File: config.mk
export PLATFORM = sky130hd
export DESIGN_NAME = mfc_top
export DESIGN_NICKNAME = d
export VERILOG_FILES = /design/src/mfc_pkg.sv /design/src/mfc_top.sv /design/src/mfc_sync.sv /design/src/mfc_alarm.sv
export SDC_FILE = /design/constraint.sdc
export NUM_CORES = 1
export LEC_CHECK = 0
export ABC_CLOCK_PERIOD_IN_PS = 1800
export BUFFER_PORTS_ARGS = -buffer_cell sky130_fd_sc_hd__buf_4
export CELL_PAD_IN_SITES_DETAIL_PLACEMENT = 1
export CELL_PAD_IN_SITES_GLOBAL_PLACEMENT = 1
export CORE_MARGIN = 3
export CORE_UTILIZATION = 39
export CTS_CLUSTER_SIZE = 16
export DETAILED_ROUTE_END_ITERATION = 7
export HOLD_SLACK_MARGIN = 0.1
export PLACE_DENSITY = 0.73
export SYNTH_ARGS = -nofsm -noshare
export SYNTH_HDL_FRONTEND = slang
export SYNTH_SLANG_ARGS = --single-unit
File: constraint.sdc
create_clock -name i_clk -period 1.8 [get_ports i_clk]
set_input_delay 0.27 -clock i_clk [delete_from_list [all_inputs] [get_ports i_clk]]
set_output_delay 0.27 -clock i_clk [all_outputs]
set_load 0.05 [all_outputs]
File: src/mfc_pkg.sv
// package: register map, fields, reset values and timing of the counter io
package mfc_pkg;

   // ----------------------------------------------------------------
   // clock and timing
   // ----------------------------------------------------------------
   localparam int unsigned CLK_KHZ          = 40000;
   localparam int unsigned TOT_MAX_RATE_KHZ = 100;
   // cycles per input period at the highest rated pulse rate
   localparam int unsigned TOT_MIN_PERIOD_CYC = CLK_KHZ / TOT_MAX_RATE_KHZ;

   // ----------------------------------------------------------------
   // widths and limits
   // ----------------------------------------------------------------
   localparam int unsigned TOT_W    = 26;
   localparam int unsigned PORT_W   = 8;
   localparam int unsigned NPORT    = 2;
   localparam int unsigned WORD_W   = PORT_W * NPORT;
   localparam int unsigned DAC_W    = 16;
   localparam logic [TOT_W-1:0]        TOT_MAX     = 26'h3ffffff;
   localparam logic signed [DAC_W-1:0] DAC_MAX_MV  = 16'sh2ee0;
   localparam logic signed [DAC_W-1:0] DAC_MIN_MV  = -16'sh2ee0;

   // ----------------------------------------------------------------
   // register byte offsets
   // ----------------------------------------------------------------
   localparam logic [7:0] OFS_CTRL      = 8'h00;
   localparam logic [7:0] OFS_TOT_COUNT = 8'h04;
   localparam logic [7:0] OFS_PORT_IN   = 8'h08;
   localparam logic [7:0] OFS_PORT_OUT  = 8'h0c;
   localparam logic [7:0] OFS_PORT_DIR  = 8'h10;
   localparam logic [7:0] OFS_ALM_PAT   = 8'h14;
   localparam logic [7:0] OFS_ALM_MASK  = 8'h18;
   localparam logic [7:0] OFS_ALM_MODE  = 8'h1c;
   localparam logic [7:0] OFS_DAC0      = 8'h20;
   localparam logic [7:0] OFS_DAC1      = 8'h24;
   localparam logic [7:0] OFS_SCAN_CMD  = 8'h28;
   localparam logic [7:0] OFS_SCAN_DATA = 8'h2c;
   localparam logic [7:0] OFS_IRQ_STAT  = 8'h30;
   localparam logic [7:0] OFS_IRQ_MASK  = 8'h34;

   // ----------------------------------------------------------------
   // field positions
   // ----------------------------------------------------------------
   localparam int unsigned CTRL_FALL_BIT  = 0;
   localparam int unsigned CTRL_CLEAR_BIT = 1;
   localparam int unsigned MODE_CHG_BIT   = 0;  // plus port index
   localparam int unsigned MODE_EN_BIT    = 2;  // plus port index
   localparam int unsigned IRQ_ALM_BIT    = 0;  // plus port index
   localparam int unsigned IRQ_WRAP_BIT   = 2;
   localparam int unsigned IRQ_W          = 3;

   // ----------------------------------------------------------------
   // reset values
   // ----------------------------------------------------------------
   localparam logic [WORD_W-1:0] RST_PORT_OUT = 16'hffff;
   localparam logic [WORD_W-1:0] RST_PORT_DIR = 16'h0000;
   localparam logic [DAC_W-1:0]  RST_DAC      = 16'h0000;

   // scan step sources
   typedef enum logic [1:0] {
      MFC_SCAN_TOT,
      MFC_SCAN_PORT0,
      MFC_SCAN_PORT1,
      MFC_SCAN_WORD
   } mfc_scan_e;

   // alarm configuration of one port
   typedef struct packed {
      logic              enable;
      logic              change_mode;
      logic [PORT_W-1:0] mask;
      logic [PORT_W-1:0] pattern;
   } mfc_alm_cfg_s;

endpackage : mfc_pkg

File: src/mfc_top.sv
// counter io block: totalizer, two digital ports, dac codes
`timescale 1ns/100ps
`default_nettype none

// Summary of operation
// - count input pulses up to 100 kHz without losing any
// - 26-bit totalizer wraps from 67,108,863 to zero and keeps counting
// - configuration bit picks rising or falling input edges for counting
// - count readable any time and capturable as a scan step
// - active-high gate permits counting when high, inhibits when low
// - active-low gate permits counting when low, inhibits when high
// - count only while both gates enable; either or both may be used
// - unconnected gate floats to its enabling level
// - two separate 8-bit bidirectional ports usable for reading patterns
// - port levels readable immediately or captured as a scan step
// - alarm on port pattern match or on change of selected bits
// - pattern alarms work whether or not the port is scanned
// - open port input reads one, grounded input reads zero
// - output ports writable together as one 16-bit word or singly
// - each of two analog channels set by a 16-bit code
// - analog setting spans -12 V to +12 V in 1 mV steps
module mfc_top
   import mfc_pkg::*;
(
   // clock, reset, enable
   input  wire logic              i_clk,
   input  wire logic              i_rst_b,
   input  wire logic              i_ce,
   // avalon-mm slave
   input  wire logic [7:0]        i_avs_address,
   input  wire logic              i_avs_read,
   input  wire logic              i_avs_write,
   input  wire logic [31:0]       i_avs_writedata,
   input  wire logic [3:0]        i_avs_byteenable,
   output logic      [31:0]       o_avs_readdata,
   output logic                   o_avs_waitrequest,
   // interrupt
   output logic                   o_irq,
   // totalizer pins
   input  wire logic              i_tot_in,
   input  wire logic              i_gate_hi,
   input  wire logic              i_gate_lo_b,
   // digital port pins, 15:8 is the second port
   input  wire logic [WORD_W-1:0] i_port_in,
   output logic      [WORD_W-1:0] o_port_out,
   output logic      [WORD_W-1:0] o_port_oe,
   // dac setting codes, signed millivolts
   output logic      [DAC_W-1:0]  o_dac0_code,
   output logic      [DAC_W-1:0]  o_dac1_code
);

   // ----------------------------------------------------------------
   // declarations
   // ----------------------------------------------------------------
   logic                 ack_r;
   logic                 req;
   logic                 acc;
   logic                 wr_acc;
   logic                 rd_acc;
   logic [31:0]          rdata_r;
   logic [31:0]          rd_mux;
   logic                 fall_r;
   logic                 clear_r;
   logic [TOT_W-1:0]     count_r;
   logic                 tot_prev_r;
   logic [2:0]           tot_sync;
   logic                 tot_edge;
   logic                 gate_ok;
   logic                 tot_inc;
   logic                 tot_wrap;
   logic [WORD_W-1:0]    port_sync;
   logic [WORD_W-1:0]    port_out_r;
   logic [WORD_W-1:0]    port_dir_r;
   logic [WORD_W-1:0]    alm_pat_r;
   logic [WORD_W-1:0]    alm_mask_r;
   logic [3:0]           alm_mode_r;
   logic [NPORT-1:0]     alm_evt;
   logic [DAC_W-1:0]     dac0_r;
   logic [DAC_W-1:0]     dac1_r;
   mfc_scan_e            scan_src_r;
   logic [31:0]          scan_data_r;
   logic [IRQ_W-1:0]     irq_stat_r;
   logic [IRQ_W-1:0]     irq_mask_r;
   logic [IRQ_W-1:0]     irq_evt;
   logic [31:0]          wmask;
   logic [31:0]          wdata_m;

   // ----------------------------------------------------------------
   // dac code clamp
   // ----------------------------------------------------------------
   // out-of-range writes saturate at the span ends rather than wrap
   function automatic logic [DAC_W-1:0] dac_clamp(input logic [DAC_W-1:0] code);
      logic signed [DAC_W-1:0] s;
      s = signed'(code);
      if (s > DAC_MAX_MV) begin
         dac_clamp = DAC_MAX_MV;
      end else if (s < DAC_MIN_MV) begin
         dac_clamp = DAC_MIN_MV;
      end else begin
         dac_clamp = code;
      end
   endfunction : dac_clamp

   // ----------------------------------------------------------------
   // avalon-mm handshake
   // ----------------------------------------------------------------
   // one wait cycle: read data is fetched while waitrequest is high
   assign req               = i_avs_read | i_avs_write;
   assign o_avs_waitrequest = req & ~(ack_r & i_ce);
   assign acc               = req & ack_r & i_ce;
   assign wr_acc            = acc & i_avs_write;
   assign rd_acc            = acc & i_avs_read;

   always_ff @(posedge i_clk) begin
      if (!i_rst_b) begin
         ack_r <= 1'b0;
      end else if (i_ce) begin
         ack_r <= req & ~ack_r;
      end
   end

   // byte enables widened to a bit mask
   genvar gb;
   generate
      for (gb = 0; gb < 4; gb++) begin : g_be
         assign wmask[gb*8 +: 8] = {8{i_avs_byteenable[gb]}};
      end
   endgenerate
   assign wdata_m = i_avs_writedata & wmask;

   // ----------------------------------------------------------------
   // read multiplexer
   // ----------------------------------------------------------------
   // unmapped offsets read as zero
   always_comb begin
      rd_mux = '0;
      unique case (i_avs_address)
         OFS_CTRL:      rd_mux[CTRL_FALL_BIT] = fall_r;
         OFS_TOT_COUNT: rd_mux[TOT_W-1:0]     = count_r;
         OFS_PORT_IN:   rd_mux[WORD_W-1:0]    = port_sync;
         OFS_PORT_OUT:  rd_mux[WORD_W-1:0]    = port_out_r;
         OFS_PORT_DIR:  rd_mux[WORD_W-1:0]    = port_dir_r;
         OFS_ALM_PAT:   rd_mux[WORD_W-1:0]    = alm_pat_r;
         OFS_ALM_MASK:  rd_mux[WORD_W-1:0]    = alm_mask_r;
         OFS_ALM_MODE:  rd_mux[3:0]           = alm_mode_r;
         OFS_DAC0:      rd_mux[DAC_W-1:0]     = dac0_r;
         OFS_DAC1:      rd_mux[DAC_W-1:0]     = dac1_r;
         OFS_SCAN_CMD:  rd_mux[1:0]           = scan_src_r;
         OFS_SCAN_DATA: rd_mux                = scan_data_r;
         OFS_IRQ_STAT:  rd_mux[IRQ_W-1:0]     = irq_stat_r;
         OFS_IRQ_MASK:  rd_mux[IRQ_W-1:0]     = irq_mask_r;
         default:       rd_mux                = '0;
      endcase
   end

   // data registered in the wait cycle so it stands at the accept edge
   always_ff @(posedge i_clk) begin
      if (!i_rst_b) begin
         rdata_r <= '0;
      end else if (i_ce && i_avs_read && !ack_r) begin
         rdata_r <= rd_mux;
      end
   end
   assign o_avs_readdata = rdata_r;

   // ----------------------------------------------------------------
   // control register
   // ----------------------------------------------------------------
   // clear is a one-cycle strobe, it never reads back as set
   always_ff @(posedge i_clk) begin
      if (!i_rst_b) begin
         fall_r  <= 1'b0;
         clear_r <= 1'b0;
      end else if (i_ce) begin
         clear_r <= 1'b0;
         if (wr_acc && i_avs_address == OFS_CTRL && i_avs_byteenable[0]) begin
            fall_r  <= i_avs_writedata[CTRL_FALL_BIT];
            clear_r <= i_avs_writedata[CTRL_CLEAR_BIT];
         end
      end
   end

   // ----------------------------------------------------------------
   // totalizer input conditioning
   // ----------------------------------------------------------------
   // open gates sit enabled by pad pulls
   mfc_sync #(
      .W (3)
   ) u_tot_sync (
      .i_clk   (i_clk),
      .i_rst_b (i_rst_b),
      .i_ce    (i_ce),
      .i_async ({i_gate_lo_b, i_gate_hi, i_tot_in}),
      .o_sync  (tot_sync)
   );

   always_ff @(posedge i_clk) begin
      if (!i_rst_b) begin
         tot_prev_r <= 1'b0;
      end else if (i_ce) begin
         tot_prev_r <= tot_sync[0];
      end
   end

   // 400 clocks per input period at 100 kHz
   assign tot_edge = fall_r ? (tot_prev_r & ~tot_sync[0])
                            : (~tot_prev_r & tot_sync[0]);
   assign gate_ok  = tot_sync[1] & ~tot_sync[2];
   assign tot_inc  = tot_edge & gate_ok;
   assign tot_wrap = tot_inc & (count_r == TOT_MAX);

   // ----------------------------------------------------------------
   // totalizer counter
   // ----------------------------------------------------------------
   // a software clear wins over a coincident count
   always_ff @(posedge i_clk) begin
      if (!i_rst_b) begin
         count_r <= '0;
      end else if (i_ce) begin
         if (clear_r) begin
            count_r <= '0;
         end else if (tot_wrap) begin
            count_r <= '0;
         end else if (tot_inc) begin
            count_r <= count_r + 26'h0000001;
         end
      end
   end

   // ----------------------------------------------------------------
   // digital ports
   // ----------------------------------------------------------------
   // open inputs read high through pad pull-ups
   mfc_sync #(
      .W (WORD_W)
   ) u_port_sync (
      .i_clk   (i_clk),
      .i_rst_b (i_rst_b),
      .i_ce    (i_ce),
      .i_async (i_port_in),
      .o_sync  (port_sync)
   );

   // byte lanes let each port be written alone or both as one word
   always_ff @(posedge i_clk) begin
      if (!i_rst_b) begin
         port_out_r <= RST_PORT_OUT;
         port_dir_r <= RST_PORT_DIR;
      end else if (i_ce && wr_acc) begin
         if (i_avs_address == OFS_PORT_OUT) begin
            port_out_r <= (port_out_r & ~wmask[WORD_W-1:0]) | wdata_m[WORD_W-1:0];
         end
         if (i_avs_address == OFS_PORT_DIR) begin
            port_dir_r <= (port_dir_r & ~wmask[WORD_W-1:0]) | wdata_m[WORD_W-1:0];
         end
      end
   end

   assign o_port_out = port_out_r;
   assign o_port_oe  = port_dir_r;

   // ----------------------------------------------------------------
   // pattern alarms
   // ----------------------------------------------------------------
   always_ff @(posedge i_clk) begin
      if (!i_rst_b) begin
         alm_pat_r  <= '0;
         alm_mask_r <= '0;
         alm_mode_r <= '0;
      end else if (i_ce && wr_acc) begin
         if (i_avs_address == OFS_ALM_PAT) begin
            alm_pat_r <= (alm_pat_r & ~wmask[WORD_W-1:0]) | wdata_m[WORD_W-1:0];
         end
         if (i_avs_address == OFS_ALM_MASK) begin
            alm_mask_r <= (alm_mask_r & ~wmask[WORD_W-1:0]) | wdata_m[WORD_W-1:0];
         end
         if (i_avs_address == OFS_ALM_MODE && i_avs_byteenable[0]) begin
            alm_mode_r <= i_avs_writedata[3:0];
         end
      end
   end

   // alarms watch live pins, scanned or not
   genvar gp;
   generate
      for (gp = 0; gp < NPORT; gp++) begin : g_alm
         mfc_alarm u_alarm (
            .i_clk   (i_clk),
            .i_rst_b (i_rst_b),
            .i_ce    (i_ce),
            .i_bits  (port_sync[gp*PORT_W +: PORT_W]),
            .i_cfg   ({alm_mode_r[MODE_EN_BIT+gp], alm_mode_r[MODE_CHG_BIT+gp],
                       alm_mask_r[gp*PORT_W +: PORT_W], alm_pat_r[gp*PORT_W +: PORT_W]}),
            .o_event (alm_evt[gp])
         );
      end
   endgenerate

   // ----------------------------------------------------------------
   // scan step capture
   // ----------------------------------------------------------------
   // a source write selects and snapshots in one step
   always_ff @(posedge i_clk) begin
      if (!i_rst_b) begin
         scan_src_r  <= MFC_SCAN_TOT;
         scan_data_r <= '0;
      end else if (i_ce && wr_acc && i_avs_address == OFS_SCAN_CMD) begin
         scan_src_r <= mfc_scan_e'(i_avs_writedata[1:0]);
         unique case (mfc_scan_e'(i_avs_writedata[1:0]))
            MFC_SCAN_TOT:   scan_data_r <= {6'h00, count_r};
            MFC_SCAN_PORT0: scan_data_r <= {24'h000000, port_sync[7:0]};
            MFC_SCAN_PORT1: scan_data_r <= {24'h000000, port_sync[15:8]};
            MFC_SCAN_WORD:  scan_data_r <= {16'h0000, port_sync};
         endcase
      end
   end

   // ----------------------------------------------------------------
   // dac settings
   // ----------------------------------------------------------------
   // code is signed millivolts, one count per 1 mV step
   always_ff @(posedge i_clk) begin
      if (!i_rst_b) begin
         dac0_r <= RST_DAC;
         dac1_r <= RST_DAC;
      end else if (i_ce && wr_acc && i_avs_byteenable[1:0] == 2'h3) begin
         if (i_avs_address == OFS_DAC0) begin
            dac0_r <= dac_clamp(i_avs_writedata[DAC_W-1:0]);
         end
         if (i_avs_address == OFS_DAC1) begin
            dac1_r <= dac_clamp(i_avs_writedata[DAC_W-1:0]);
         end
      end
   end

   assign o_dac0_code = dac0_r;
   assign o_dac1_code = dac1_r;

   // ----------------------------------------------------------------
   // interrupts
   // ----------------------------------------------------------------
   assign irq_evt = {tot_wrap, alm_evt};

   // a read clears only the bits it returned; a same-cycle event still sets
   always_ff @(posedge i_clk) begin
      if (!i_rst_b) begin
         irq_stat_r <= '0;
      end else if (i_ce) begin
         if (rd_acc && i_avs_address == OFS_IRQ_STAT) begin
            irq_stat_r <= (irq_stat_r & ~rdata_r[IRQ_W-1:0]) | irq_evt;
         end else begin
            irq_stat_r <= irq_stat_r | irq_evt;
         end
      end
   end

   always_ff @(posedge i_clk) begin
      if (!i_rst_b) begin
         irq_mask_r <= '0;
      end else if (i_ce && wr_acc && i_avs_address == OFS_IRQ_MASK && i_avs_byteenable[0]) begin
         irq_mask_r <= i_avs_writedata[IRQ_W-1:0];
      end
   end

   // level output, high while any enabled status bit stands
   assign o_irq = |(irq_stat_r & irq_mask_r);

endmodule : mfc_top
`default_nettype wire

File: src/mfc_sync.sv
// two flip-flop synchroniser for a group of pin inputs
`timescale 1ns/100ps
`default_nettype none
module mfc_sync
   import mfc_pkg::*;
#(
   parameter int unsigned W = 1
) (
   // clock, reset, enable
   input  wire logic         i_clk,
   input  wire logic         i_rst_b,
   input  wire logic         i_ce,
   // asynchronous level in, synchronised level out
   input  wire logic [W-1:0] i_async,
   output logic      [W-1:0] o_sync
);

   logic [W-1:0] meta_r;
   logic [W-1:0] sync_r;

   // first stage is read only by the second stage
   always_ff @(posedge i_clk) begin
      if (!i_rst_b) begin
         meta_r <= '0;
         sync_r <= '0;
      end else if (i_ce) begin
         meta_r <= i_async;
         sync_r <= meta_r;
      end
   end

   assign o_sync = sync_r;
endmodule : mfc_sync
`default_nettype wire

File: src/mfc_alarm.sv
// pattern match and pattern change alarm for one 8-bit port
`timescale 1ns/100ps
`default_nettype none
module mfc_alarm
   import mfc_pkg::*;
(
   // clock, reset, enable
   input  wire logic              i_clk,
   input  wire logic              i_rst_b,
   input  wire logic              i_ce,
   // synchronised port bits and configuration
   input  wire logic [PORT_W-1:0] i_bits,
   input  wire mfc_alm_cfg_s      i_cfg,
   // one-cycle alarm event
   output logic                   o_event
);
   logic [PORT_W-1:0] prev_r;
   logic              match_r;
   logic              event_r;
   logic              match;
   logic              change;

   // masked compares against the pattern and the last sample
   assign match  = ((i_bits ^ i_cfg.pattern) & i_cfg.mask) == '0;
   assign change = ((i_bits ^ prev_r) & i_cfg.mask) != '0;

   // match fires once on entry, not every cycle it holds
   always_ff @(posedge i_clk) begin
      if (!i_rst_b) begin
         prev_r  <= '0;
         match_r <= 1'b0;
         event_r <= 1'b0;
      end else if (i_ce) begin
         prev_r  <= i_bits;
         match_r <= match;
         event_r <= i_cfg.enable & (i_cfg.change_mode ? change : (match & ~match_r));
      end
   end

   assign o_event = event_r;
endmodule : mfc_alarm
`default_nettype wire

-- Word-level counts from Yosys, hierarchy flattened
Cells that the tools add are included.
- eq/ne operators: 18
- add/subtract/negate cells: 1
- bitwise gates (word level): 47
- reduce and logical (&&, ||, !) cells: 29
- magnitude comparators: 2
- multiplexer cells: 18
- operator list (kind ; count):
    one-hot mux 32 bit (4 select lines) ; 1
    one-hot mux 12 bit (9 select lines) ; 1
    bitwise AND 16 bit ; 5
    two-way mux 26 bit ; 3
    OR 16 bit ; 4
    equality test 8 x 6 -> 1 bit, second input constant ; 6
    bitwise AND 8 bit ; 4
    equality test 8 x 5 -> 1 bit, second input constant ; 4
    two-way mux 16 bit ; 2
    bitwise XOR 8 bit ; 4
    adder 26 x 1 -> 26 bit, second input constant ; 1
    equality test 26 bit, second input constant ; 1
    logical NOT 8 bit ; 3
    one-hot mux 10 bit (2 select lines) ; 1
    AND reduction 2 bit ; 9
    bitwise AND 1 bit ; 16
    equality test 8 x 4 -> 1 bit, second input constant ; 2
    > comparator 16 x 15 -> 1 bit, second input constant ; 1
    < comparator 16 x 15 -> 1 bit, second input constant ; 1
    NOT 16 bit ; 1
    nonzero test 8 bit ; 2
    one-hot mux 1 bit (14 select lines) ; 1
    one-hot mux 1 bit (13 select lines) ; 1
    one-hot mux 1 bit (12 select lines) ; 1
    17 further kinds ; 40
- flip-flop bits (word level): 260
- word-level logic and storage cells: 142
- input bits: 68
- output and inout port bits: 98

-- Longest topological paths before layout
- depth in word-level cells: 7
- gate-level depth with buffers: 9
- depth with buffers taken out: 7

-- By module
From an unflattened synthesis, not the netlist that was laid out.
- cells, all modules: 1328
- area total of the unflattened synthesis: 12100.4 um^2
- modules (own cells, without submodules) (module ; cells each ; seq. area each (um^2) ; area an instance (um^2) ; times used):
    mfc_top ; 1082 ; 3803.6 ; 9436.6 ; 1
    mfc_sync (u_port_sync) ; 103 ; 640.6 ; 1243.7 ; 1
    mfc_alarm ; 62 ; 200.2 ; 595.6 ; 2
    mfc_sync (u_tot_sync) ; 19 ; 120.1 ; 229.0 ; 1

-- Worst setup path before layout
OpenSTA, ideal clock, no wires.
- kind: input port to flip-flop
- start: in i_avs_address[1]
- end: reg dac1_r[0] (netlist: o_dac1_code[0])
- data arrival time: 1.847 ns
- setup time: 0.117 ns
- required time: 1.683 ns
- buffers on the path: 3
- cell stages on the path: 7
- slack: -0.164 ns
- cell sequence: buf_2 > or4b_1 > buf_4 > nor2_4 > nand3_2 > buf_2 > a32o_1
- longest elaborated chain between the ends: 2
- RTL lines (item ; RTL line ; text):
    start: declaration ; mfc_top.sv:30 ; input wire logic [7:0] i_avs_address,
    equality test 8 x 6 -> 1 bit ; mfc_top.sv:330 ; if (i_avs_address == OFS_DAC1) begin
    AND reduction 2 bit (no source line) ; -- ;
    end signal: assignment ; mfc_top.sv:331 ; dac1_r <= dac_clamp(i_avs_writedata[DAC_W-1:0]);
    end: declaration ; mfc_top.sv:79 ; logic [DAC_W-1:0] dac1_r;
No other way between the ends.
A chain may end at the register's enable or synchronous reset.

-- Worst setup path in the final report
- start: reg u_tot_sync.sync_r[0] (netlist: u_tot_sync.o_sync[0])
- end: reg count_r[21]
- longest elaborated chain between the ends: 7
- elaborated cells between the ends (all ways): 10
- those cells by class: mux (3); bitwise (5); reduce/logical (2)
- RTL lines (item ; RTL line ; text):
    start: declaration ; mfc_sync.sv:19 ; logic [W-1:0] sync_r;
    start signal: assignment ; mfc_sync.sv:28 ; sync_r <= meta_r;
    NOT 1 bit ; mfc_top.sv:206 ; assign tot_edge = fall_r ? (tot_prev_r & ~tot_sync[0])
    bitwise AND 1 bit ; mfc_top.sv:206 ;
    two-way mux 1 bit (*) ; mfc_top.sv:206 ;
    bitwise AND 1 bit (*) ; mfc_top.sv:209 ; assign tot_inc = tot_edge & gate_ok;
    bitwise AND 1 bit ; mfc_top.sv:210 ; assign tot_wrap = tot_inc & (count_r == TOT_MAX);
    nonzero test 3 bit (no source line) / two-way mux 26 bit (equally long branches) ; -- ;
    AND reduction 2 bit (no source line) / two-way mux 26 bit (equally long branches) ; -- ;
    end signal: assignment ; mfc_top.sv:225 ; count_r <= count_r + 26'h0000001;
    end: declaration ; mfc_top.sv:64 ; logic [TOT_W-1:0] count_r;
Mark *: on every way between the ends. The rest lies on a longest branch, timed or not.

==> impl_metrics.json <==
{
  "clockBufferDepth": 3,
  "critPathMaxFanout": 5,
  "grt_util_all_layers": 0.297,
  "synth.distinct_cells": 85,
  "h-tree-depth": 1,
  "maxCapViolCount": 0,
  "hold_path_class": "in2reg",
  "gp_congestion": 0.946,
  "final_common_cell": "buf_4",
  "die_area_um2": 32400,
  "path_clk_slew_ns": 0.06,
  "regToRegEndpoint": "count_r[21]$_SDFFE_PN0P_",
  "final_area_um2": 16500,
  "drtAntennaViolNets": 0,
  "initial_core_util": 0.397,
  "postSynthAreaPerCell_um2": 8.76,
  "synth_warnings": 0,
  "final_nets": 1748,
  "place_area_um2": 14900,
  "cts_buffers": 29,
  "critPathCaptureType": "flip-flop",
  "syn_inst": 1350,
  "reg2reg_setup_slack_ns": -0.19,
  "port_buffers": 141,
  "ys_ff_latch": 248,
  "worstPathArrival_ns": 2.48,
  "area_growth_pct": 39.4,
  "syn_area_um2": 11800,
  "synth_edf_count": 0,
  "antennaDiodeCount": 0,
  "cts_root_buffer": "clkbuf_16",
  "synth_top_flop_cell": "dfxtp_1",
  "setup_viol": 26,
  "power_density_nw_per_um2": 802,
  "finalWorstSetupSlack_ns": -0.192,
  "p_total_w": 0.0132,
  "insertion_delay_ns": 0.56,
  "grt_max_degree": 168,
  "grt_pass1_wl_um": 76200,
  "final-max-slew-violation-count": 0,
  "fin_crit_ns": 1.99,
  "fin_skew_ns": 0.00717,
  "die_w_um": 180,
  "drc": 0,
  "pin_count": 166,
  "async_flop_share": 0,
  "core_um2": 29800,
  "max_freq_mhz": 502,
  "die_y_um": 180,
  "via_count": 12200,
  "tritoncts": "built",
  "vias_per_cell": 5.83,
  "wire_per_inst_um": 24.0,
  "dp_hpwl_um": 36300,
  "hold_path_depth": 4,
  "overflow": 0,
  "required_ns": 2.28,
  "hold_viol_final": 0,
  "leakage_nw": 6.69,
  "worst_pin_slew_ns": 0.796,
  "relSlewSlack": 0.469,
  "status": "finished with violations",
  "timing.rr.start": "u_tot_sync.o_sync[0]$_SDFFE_PN0P_",
  "grt_pass1_vias": 12500,
  "layout_common_cells": "buf_4, dfxtp_1, nor2_1",
  "ir_drop_mv": 0.725,
  "violations": "setup timing",
  "crit_type": "reg2reg",
  "cp-start-kind": "flip-flop",
  "rr_worst_depth": 6,
  "numClockSinks": 248,
  "dr.pass1.iters": 5,
  "drt_wl_total_um": 50200,
  "fin_crit_sh": 1.11,
  "rsz0062_at_grt": "yes",
  "min_from": "i_avs_writedata[13]",
  "antenna_found_initial": 0,
  "ys_seq_area_frac": 0.420,
  "row_count": 63,
  "post_route_cells_drive_above_1_share": 0.314,
  "drt_iter0_drc": 953
}
-- cells in the mapped netlist (18+ instances only) --
master,number,area (um2)
nor3_1,32,160
a21oi_1,56,280
dfxtp_1,248,4960
buf_2,23,115
mux2i_1,117,1170
a32o_1,21,210
o21ai_0,46,230
nor2_1,175,657
xor2_1,38,333
a22oi_1,53,398
clkbuf_1,80,300
nand3_1,52,260
nand2_1,132,495
a221oi_1,18,158
-- cell families after synthesis --
family / share of synthesized area
xor gates and xnor gates: 0.0281
DFF: 0.420
and+or+nand+nor: 0.215
adders and majority gates: 0.00212
AOI/OAI and AO/OA: 0.174
other: 0.000317
muxes: 0.111
buffers and inverters: 0.0491
-- critical path: stages (launching register included) --
cell and delay (ns):
dfxtp_2 0.33, or3b_4 0.38, a21oi_4 0.24, o21ai_4 0.13, buf_6 0.18, or4_4 0.50
a31oi_1 0.14
-- repair_timing --
| item | CTS | global route |
|---|---|---|
| hold buffers | 24 | 0 |
| resized for setup | 42 | 10 |
| cloned | 3 | 0 |
| endpoints found under the hold margin | 27 | 0 |
| setup buffers | 14 | 3 |
| pin swaps | 30 | 9 |
| setup endpoints to repair | 49 | 96 |
-- worst max-delay path by stage --
stage,from,endpoint,cells past startpoint
finish,u_tot_sync.o_sync[0]$_SDFFE_PN0P_,count_r[21]$_SDFFE_PN0P_,6
global placement,i_avs_address[3],o_avs_readdata[9]$_SDFFE_PN0P_,10
floorplan,i_ce,o_avs_waitrequest,4
global route,u_tot_sync.o_sync[0]$_SDFFE_PN0P_,count_r[17]$_SDFFE_PN0P_,8
CTS,u_tot_sync.o_sync[0]$_SDFFE_PN0P_,count_r[7]$_SDFFE_PN0P_,7
detailed placement,i_avs_address[3],o_avs_readdata[9]$_SDFFE_PN0P_,10
-- metal layers --
metal / wire, um / global-route usage / vias up
met5: 0 / 0 / -
met3: 4140 / 0.0523 / 84
li1: - / - / 5550
met2: 23500 / 0.492 / 503
met4: 1410 / 0.0761 / 0
met1: 21100 / 0.403 / 6046
-- layout make-up --
class                           instances  area, um2
Clock inverter                         15        220
Multi-Input combinational cell        973       6530
Inverter                               10       40.0
Clock buffer                           37        806
Sequential cell                       248       4980
Timing Repair Buffer                  416       3430
Fill cell                            3416      13300
Tap cell                              390        488
-- stage by stage --
stage               setup TNS (ns)  utilization  setup slack [ns]  hold WS (ns)  std cells
floorplan                    -2.11            -           -0.0961         0.394       1355
global placement            -28.08        0.500            -0.412         0.438       1996
detailed placement          -34.25        0.500            -0.411         0.444       1996
CTS                          -5.77        0.553            -0.168         0.115       2089
global route                 -5.93        0.553            -0.256         0.133       2089
finish                       -3.92        0.553            -0.192        0.0679       2089
-- where the power goes --
group	switching, W	leakage [nW]	internal, W
logic	0.000743	4.17	0.000507
clock network	0.00245	0.505	0.00388
registers	0.0000798	2.01	0.00557
Note: power is estimated with default switching activity, not from simulation.
